<file path="src/common/ctr_cfg.svh">
`ifndef CTR_CFG_SVH
`define CTR_CFG_SVH

// register offsets, compared with the bus address as it stands
`define CTR_IDX_OSC_CTRL 8'hDB
`define CTR_IDX_RST_STAT 8'hDC
`define CTR_IDX_CPU_CTRL 8'hDD
// standby oscillator control/status fields
`define CTR_BIT_IRQ_EN 7
`define CTR_BIT_ELAPSED 6
`define CTR_BIT_OSC_RUN 5
`define CTR_OSC_RESET 8'h00
// reset cause fields
`define CTR_BIT_CAUSE_PIN 0
`define CTR_BIT_CAUSE_POR 1
`define CTR_BIT_CAUSE_WDG 2
// cpu control fields
`define CTR_BIT_RETURN_FROM_INTERRUPT 0
`define CTR_BIT_IRQ_PEND 1
// dividers and counts
`define CTR_MACHINE_DIV 13
`define CTR_PERIPH_DIV 12
`define CTR_DIV_W 4
`define CTR_CHAIN_W 14
`define CTR_CHAIN_LAST 14'h3FFF
`define CTR_STAB_CYCLES 2048
`define CTR_STAB_W 12
`define CTR_RESET_VECTOR 12'hFFE
`define CTR_PHASE_W 3
`define CTR_PHASE_LAST_2 3'h1
`define CTR_PHASE_LAST_4 3'h3
`define CTR_PHASE_LAST_5 3'h4

`endif

</file>
<file path="src/common/ctr_pkg.sv">
package ctr_pkg;

  typedef enum logic [1:0] {
    CTR_ST_HOLD = 2'b00,
    CTR_ST_WAIT_OSC = 2'b01,
    CTR_ST_STAB = 2'b10,
    CTR_ST_RUN = 2'b11
  } ctr_state_t;

  typedef enum logic [1:0] {
    CTR_CTX_NORMAL = 2'b00,
    CTR_CTX_IRQ = 2'b01,
    CTR_CTX_NMI = 2'b10
  } ctr_ctx_t;

  typedef enum logic [1:0] {
    CTR_LEN_2 = 2'b00,
    CTR_LEN_4 = 2'b01,
    CTR_LEN_5 = 2'b10
  } ctr_ilen_t;

  typedef struct packed {
    logic cyc;
    logic stb;
    logic we;
    logic [7:0] adr;
    logic [3:0] sel;
    logic [31:0] dat;
  } ctr_wb_req_t;

  typedef struct packed {
    logic ack;
    logic [31:0] dat;
  } ctr_wb_rsp_t;

  typedef struct packed {
    logic core_reset;
    logic stack_clear;
    logic [11:0] pc_load;
    logic pc_load_en;
    ctr_ctx_t ctx;
    logic service_pending;
  } ctr_cpu_ctl_t;

endpackage

</file>
<file path="src/hw/ctr_clock_reset.sv">
`timescale 1ns/100ps
`include "ctr_cfg.svh"

module ctr_clock_reset (
  input wire logic clk_i,
  input wire logic rst_i,
  input wire ctr_pkg::ctr_wb_req_t wb_req_i,
  output ctr_pkg::ctr_wb_rsp_t wb_rsp_o,
  input wire logic reset_n_i,
  input wire logic por_i,
  input wire logic wdg_timeout_i,
  input wire logic osc_ready_i,
  input wire logic stop_mode_i,
  input wire logic standby_tick_i,
  input wire logic retire_i,
  input wire ctr_pkg::ctr_ilen_t ilen_i,
  output logic machine_tick_o,
  output logic periph_tick_o,
  output logic instr_done_o,
  output logic timebase_irq_o,
  output logic standby_osc_en_o,
  output logic display_clk_en_o,
  output logic internal_reset_o,
  output logic io_pullup_o,
  output logic main_osc_restart_o,
  output logic wdg_reload_o,
  output ctr_pkg::ctr_cpu_ctl_t cpu_ctl_o
);
  import ctr_pkg::*;

  function automatic logic [`CTR_DIV_W-1:0] wrap_inc(input logic [`CTR_DIV_W-1:0] v, input int unsigned m);
    wrap_inc = (v == `CTR_DIV_W'(m - 1)) ? '0 : v + `CTR_DIV_W'(1);
  endfunction

  ////////////////////////////////////////////////////////////////////////////
  // clock dividers

  logic [`CTR_DIV_W-1:0] mdiv_reg;
  logic [`CTR_DIV_W-1:0] pdiv_reg;
  logic mtick_reg;
  logic ptick_reg;
  wire mdiv_wrap = (mdiv_reg == `CTR_DIV_W'(`CTR_MACHINE_DIV - 1));
  wire pdiv_wrap = (pdiv_reg == `CTR_DIV_W'(`CTR_PERIPH_DIV - 1));

  always_ff @(posedge clk_i) begin
    if (rst_i) begin
      mdiv_reg <= '0;
      pdiv_reg <= '0;
      mtick_reg <= 1'b0;
      ptick_reg <= 1'b0;
    end else begin
      mdiv_reg <= wrap_inc(mdiv_reg, `CTR_MACHINE_DIV);
      pdiv_reg <= wrap_inc(pdiv_reg, `CTR_PERIPH_DIV);
      mtick_reg <= mdiv_wrap;
      ptick_reg <= pdiv_wrap;
    end
  end

  assign machine_tick_o = mtick_reg;
  assign periph_tick_o = ptick_reg;

  ////////////////////////////////////////////////////////////////////////////
  // reset sources and stabilisation delay

  logic pin_meta_reg;
  logic pin_sync_reg;
  ctr_state_t state_reg;
  ctr_state_t state_next;
  logic [`CTR_STAB_W-1:0] stab_reg;
  logic [2:0] cause_reg;
  logic wdg_seen_reg;

  always_ff @(posedge clk_i) begin
    if (rst_i) begin
      // idle level of the pin, so no false reset cause follows rst_i
      pin_meta_reg <= 1'b1;
      pin_sync_reg <= 1'b1;
    end else begin
      pin_meta_reg <= reset_n_i;
      pin_sync_reg <= pin_meta_reg;
    end
  end

  wire pin_low = ~pin_sync_reg;
  // a timeout is caught once and then held by the reset sequence itself
  wire wdg_event = wdg_timeout_i & ~wdg_seen_reg;
  wire any_source = pin_low | por_i | wdg_event;
  wire stab_done = (stab_reg == `CTR_STAB_W'(`CTR_STAB_CYCLES - 1));

  always_comb begin
    state_next = state_reg;
    case (state_reg)
      CTR_ST_HOLD: begin
        if (!pin_low && !por_i) begin
          state_next = CTR_ST_WAIT_OSC;
        end
      end
      CTR_ST_WAIT_OSC: begin
        if (osc_ready_i) begin
          state_next = CTR_ST_STAB;
        end
      end
      CTR_ST_STAB: begin
        if (stab_done) begin
          state_next = CTR_ST_RUN;
        end
      end
      CTR_ST_RUN: begin
        state_next = CTR_ST_RUN;
      end
      default: begin
        state_next = CTR_ST_HOLD;
      end
    endcase
    if (any_source) begin
      state_next = CTR_ST_HOLD;
    end
  end

  always_ff @(posedge clk_i) begin
    if (rst_i) begin
      state_reg <= CTR_ST_HOLD;
      stab_reg <= '0;
      wdg_seen_reg <= 1'b0;
    end else begin
      state_reg <= state_next;
      stab_reg <= (state_reg == CTR_ST_STAB) ? stab_reg + `CTR_STAB_W'(1) : '0;
      if (state_reg == CTR_ST_RUN) begin
        wdg_seen_reg <= 1'b0;
      end else if (wdg_event) begin
        wdg_seen_reg <= 1'b1;
      end
    end
  end

  logic ack_reg;
  wire [7:0] wb_idx = wb_req_i.adr;
  wire wb_hit = wb_req_i.cyc & wb_req_i.stb & ~ack_reg;
  wire wb_wr = wb_hit & wb_req_i.we & wb_req_i.sel[0];

  // cause bits are sticky across internal reset; a source wins over a clear
  wire cause_clr = wb_wr && (wb_idx == `CTR_IDX_RST_STAT);
  wire [2:0] cause_set = {wdg_event, por_i, pin_low};
  always_ff @(posedge clk_i) begin
    if (rst_i) begin
      cause_reg <= 3'h0;
    end else begin
      cause_reg <= (cause_clr ? (cause_reg & ~wb_req_i.dat[2:0]) : cause_reg) | cause_set;
    end
  end

  wire in_reset = (state_reg != CTR_ST_RUN);
  assign internal_reset_o = in_reset;
  assign io_pullup_o = in_reset;
  // the main oscillator is kicked again on every fresh reset, also in stop
  assign main_osc_restart_o = (state_reg == CTR_ST_HOLD);
  assign wdg_reload_o = (state_reg == CTR_ST_HOLD);

  ////////////////////////////////////////////////////////////////////////////
  // register bus

  logic [31:0] rdat_reg;
  logic [7:0] osc_reg;
  logic [1:0] cpu_reg;
  ctr_ctx_t ctx_reg;

  // the register lags reset by a cycle; the view is nmi at once
  wire ctr_ctx_t ctx_view = in_reset ? CTR_CTX_NMI : ctx_reg;
  wire [1:0] pend_view = {cpu_reg[1], 1'b0};
  wire [7:0] osc_view = osc_reg;
  wire [31:0] rd_mux =
    (wb_idx == `CTR_IDX_OSC_CTRL) ? {24'h000000, osc_view} :
    (wb_idx == `CTR_IDX_RST_STAT) ? {29'h00000000, cause_reg} :
    (wb_idx == `CTR_IDX_CPU_CTRL) ? {28'h0000000, ctx_view, pend_view} :
    32'h00000000;

  always_ff @(posedge clk_i) begin
    if (rst_i) begin
      ack_reg <= 1'b0;
      rdat_reg <= 32'h00000000;
    end else begin
      ack_reg <= wb_hit;
      rdat_reg <= wb_hit ? rd_mux : rdat_reg;
    end
  end

  assign wb_rsp_o.ack = ack_reg;
  assign wb_rsp_o.dat = rdat_reg;

  ////////////////////////////////////////////////////////////////////////////
  // standby oscillator and timebase chain

  logic [`CTR_CHAIN_W-1:0] chain_reg;
  wire osc_run = osc_reg[`CTR_BIT_OSC_RUN];
  wire chain_tick = osc_run ? standby_tick_i : mtick_reg;
  wire chain_wrap = chain_tick && (chain_reg == `CTR_CHAIN_LAST);
  wire osc_wr = wb_wr && (wb_idx == `CTR_IDX_OSC_CTRL);
  logic [7:0] osc_next;

  always_comb begin
    osc_next = osc_wr ? wb_req_i.dat[7:0] : osc_reg;
    osc_next[4:0] = osc_wr ? wb_req_i.dat[4:0] : osc_reg[4:0];
    if (chain_wrap) begin
      osc_next[`CTR_BIT_ELAPSED] = 1'b1;
    end
  end

  always_ff @(posedge clk_i) begin
    if (rst_i || in_reset) begin
      osc_reg <= `CTR_OSC_RESET;
      chain_reg <= '0;
    end else begin
      osc_reg <= osc_next;
      chain_reg <= chain_tick ? chain_reg + `CTR_CHAIN_W'(1) : chain_reg;
    end
  end

  assign timebase_irq_o = osc_reg[`CTR_BIT_IRQ_EN] & osc_reg[`CTR_BIT_ELAPSED];
  assign standby_osc_en_o = osc_run;
  assign display_clk_en_o = osc_run;

  ////////////////////////////////////////////////////////////////////////////
  // machine cycle sequencing of instructions

  logic [`CTR_PHASE_W-1:0] phase_reg;
  wire [`CTR_PHASE_W-1:0] phase_last =
    (ilen_i == CTR_LEN_2) ? `CTR_PHASE_LAST_2 :
    (ilen_i == CTR_LEN_4) ? `CTR_PHASE_LAST_4 : `CTR_PHASE_LAST_5;
  wire phase_end = mtick_reg && (phase_reg == phase_last);

  always_ff @(posedge clk_i) begin
    if (rst_i || in_reset) begin
      phase_reg <= '0;
    end else if (mtick_reg) begin
      phase_reg <= phase_end ? '0 : phase_reg + `CTR_PHASE_W'(1);
    end
  end

  assign instr_done_o = phase_end && !in_reset;

  ////////////////////////////////////////////////////////////////////////////
  // cpu start context

  logic in_reset_d_reg;
  logic serve_reg;
  wire cpu_wr = wb_wr && (wb_idx == `CTR_IDX_CPU_CTRL);
  // retire from the bus or the core both count as a return-from-interrupt
  wire return_from_interrupt = retire_i | (cpu_wr & wb_req_i.dat[`CTR_BIT_RETURN_FROM_INTERRUPT]);

  always_ff @(posedge clk_i) begin
    if (rst_i || in_reset) begin
      ctx_reg <= CTR_CTX_NMI;
      cpu_reg <= 2'b00;
      serve_reg <= 1'b0;
    end else begin
      if (cpu_wr) begin
        cpu_reg[1] <= wb_req_i.dat[`CTR_BIT_IRQ_PEND];
      end
      serve_reg <= 1'b0;
      if (return_from_interrupt && ctx_reg == CTR_CTX_NMI) begin
        // pending work is served, otherwise fall through in sequence
        ctx_reg <= (cpu_reg[1] | timebase_irq_o) ? CTR_CTX_IRQ : CTR_CTX_NORMAL;
        serve_reg <= cpu_reg[1] | timebase_irq_o;
      end else if (return_from_interrupt) begin
        ctx_reg <= CTR_CTX_NORMAL;
      end
    end
  end

  always_ff @(posedge clk_i) begin
    if (rst_i) begin
      in_reset_d_reg <= 1'b1;
    end else begin
      in_reset_d_reg <= in_reset;
    end
  end

  assign cpu_ctl_o.core_reset = in_reset;
  assign cpu_ctl_o.stack_clear = in_reset;
  assign cpu_ctl_o.pc_load = `CTR_RESET_VECTOR;
  assign cpu_ctl_o.pc_load_en = in_reset_d_reg & ~in_reset;
  assign cpu_ctl_o.ctx = ctx_view;
  assign cpu_ctl_o.service_pending = serve_reg;

endmodule // ctr_clock_reset

</file>
<file path="config.mk">
export PLATFORM = sky130hd
export DESIGN_NAME = ctr_clock_reset
export DESIGN_NICKNAME = d
export VERILOG_FILES = /design/src/common/ctr_pkg.sv /design/src/hw/ctr_clock_reset.sv
export VERILOG_INCLUDE_DIRS = /design/src /design/src/common
export SDC_FILE = /design/constraint.sdc
export NUM_CORES = 1
export LEC_CHECK = 0
export BUFFER_PORTS_ARGS = -buffer_cell sky130_fd_sc_hd__clkbuf_2
export CORE_MARGIN = 2
export CORE_UTILIZATION = 52
export CTS_CLUSTER_SIZE = 25
export DETAILED_ROUTE_END_ITERATION = 10
export HOLD_SLACK_MARGIN = 0.12
export MAX_ROUTING_LAYER = met4
export PLACE_DENSITY = 0.83
export RECOVER_POWER = 100
export SETUP_SLACK_MARGIN = 0.05
export SYNTH_ARGS = -nofsm -noshare
export SYNTH_HDL_FRONTEND = slang
export SYNTH_SLANG_ARGS = --single-unit
</file>
<file path="constraint.sdc">
create_clock -name clk_i -period 5.2 [get_ports clk_i]
set_input_delay 1.04 -clock clk_i [delete_from_list [all_inputs] [get_ports clk_i]]
set_output_delay 1.04 -clock clk_i [all_outputs]
set_load 0.05 [all_outputs]
</file>
==> out/metrics.cfg <==
[run_status]
status=complete, no violations

[timing]
fmaxAchievable_mhz=294
drv_slew=0
hold_viol_final=0
slew_headroom_pct=17.1
rsz0062_at_grt=false
hold_ws_ns=0.428
post-route-period-util_pct=65.5
setup_violations=0
finalSetupTns_ns=0
skew_ns=0.0104
fin_crit_ns=3.40
worstMarginPinSlew_ns=1.24

[route]
drt_iter0_drc=164
vias=2534
dr.pass1.iters=4
drtAntennaViolNets=0
drc=0
drt_wl_total_mm=6.33
routed_via_density=5.16
wl_per_cell_um=12.9

[grt]
grt_pass1_wl_mm=10.6
antenna_found_initial=0
grt_max_degree=31
grt-ovfl-total=0
grt_usage_pct=18.9
grt_pass1_vias=2363

[clock_network]
cts-htree-levels=3
clock_sinks=69
cts_setup_buffers=0
cts_tree=built
path_clk_slew_ns=0.08
ctsResizeCount=0
max-clock-path-buffers=2
cts_hold_buf=0
clockRootBuffer=clkbuf_8
cts_buffers=9
clkLatencyLatePin_ns=0.34

[hold_path]
worstHoldPathCells=1
hp-start=pin_meta_reg
hold_path.class=reg2reg
hold_path_end=pin_sync_reg

[layout]
final_common_cell=dfxtp_1
fin_util_pct=59.8
final_cell_mix=69 x dfxtp_1, 47 x nor2_1, 36 x conb_1, 29 x clkbuf_2, 27 x clkbuf_1
multi_input_area_mm2=0.00158
final_layout_size_suffix_gt1_share_pct=13.7
final_nets=475
fin_cells=491
seq_area_mm2=0.00138
n_fill_cell=534
area_growth_pct=10.4
num_antenna_cells=0
largest_register_ffs=14

[logic_synthesis]
yosys.area.top_type=dfxtp_1
ys_seq_elements=69
avgSynthCellArea_um2=8.89
yosysUniqueCellTypes=52
synth_top_area_share_pct=42.6
yosysWarnings=0
synth_area_mm2=0.00325
synth_cells=365
synth_edf_count=0
yosys-top-cells-area=dfxtp_1 43%, buf_4 9.9%, nor2_1 5.4%
async_flop_share_pct=0
ys_seq_area_share_pct=42.6
synth_flop_cell=dfxtp_1

[critical_path]
endpoint_kind=flop
r2r-end=chain_reg[12]
r2r_start=state_reg[0]
cp_data_arrival_time_ns=3.64
worst-path-max-fanout=30
r2r_cells=5
worst_setup_path_start_kind=input port
required_ns=5.43
crit_start=rst_i
r2r_setup_slack_ns=3.01
critPathKind=in2reg

[floorplanning]
coreArea_mm2=0.00599
die_w_um=83.0
dieArea_mm2=0.00689
die_h_um=83.0
start_util_pct=54.2
rows=28
io_pins=119

[place]
dp_hpwl_mm=4.50
portBuffers=54
dpl.cell_count=475
gp_congestion=0.753

[job]
max_cap_violations=0

[power_and_ir_drop]
power_density_mw_per_mm2=326
power_leakage_nw=1.32
irDropWorstVdd_mv=0.182

[routing by layer]
layer  vias up  part of all wire, %  track usage [%]
met5         -                    0                -
met3         9                  4.2             4.87
met2        57                   49             31.4
met4         0                  1.3             7.00
met1      1186                   45             22.0
li1       1282                    -                -
[worst max path at each step]
stage / endpoint / slack, ns
after floorplan: instr_done_o / 2.19
after detailed placement: instr_done_o / 2.04
after CTS: instr_done_o / 2.01
after global placement: instr_done_o / 2.08
after global routing: chain_reg[10] / 1.56
final: chain_reg[12] / 1.80
[where the power goes]
group          internal [mW]  leakage (nW)  total (mW)  switching, mW
clock                  0.319         0.116       0.521          0.202
combinational         0.0206         0.640       0.105         0.0842
sequential             0.536         0.559       0.542        0.00612
[area by class of cell]
| type | count | share of cell area [%] |
|---|---|---|
| inverter | 12 | 1.26 |
| multi-input combinational | 264 | 44.1 |
| sequential | 69 | 38.6 |
| clock buffer | 10 | 3.56 |
| tap | 75 | 2.62 |
| clock inverter | 6 | 3.11 |
| timing repair buffer | 55 | 6.78 |
[synth_stat cells, types with 2 or more instances]
cell type	n
buf_2	2
nand3b_1	6
nand2_1	24
ha_1	6
and3_1	5
xnor2_1	14
xor2_1	3
nor4b_1	2
o21ai_0	7
or3_1	6
or2_2	3
nor2b_1	5
or4_1	2
a22o_1	2
nand4_1	4
a311oi_1	3
dfxtp_1	69
inv_1	11
nand3_1	7
buf_4	43
conb_1	2
clkbuf_1	8
a31o_2	3
a21oi_1	18
nor3b_1	5
and3b_1	2
and2_1	3
nand4b_1	2
nor2_1	47
nor3_1	10
mux2i_1	12
o41ai_1	3
a22oi_1	7
[critical path, stage by stage]
cell      delay, ns
clkbuf_1       0.84
and3b_1        0.37
clkinv_1       0.09
clkbuf_1       0.91
nor2_1         0.09
a31o_2         0.29
[through the flow]
step	setup WS (ns)	instance area, um^2	total power [mW]
floorplan	2.19	3370	0.661
global placement	2.08	3380	0.656
detailed placement	2.04	3380	0.658
CTS	2.01	3620	1.17
global route	1.56	3580	1.21
finish	1.80	3580	1.17
[cell families after synthesis]
kind of cell               count (synthesis)  share of synthesized area (%)
and+or+nand+nor                          141                           23.0
DFF                                       69                           42.6
buffers and inverters                     66                           12.7
AOI/OAI and AO/OA                         50                           10.2
xor gates and xnor gates                  17                           4.59
muxes                                     14                           4.47
adders and majority gates                  6                           2.31
other                                      2                          0.231
Power figures use the tool's default switching activity.
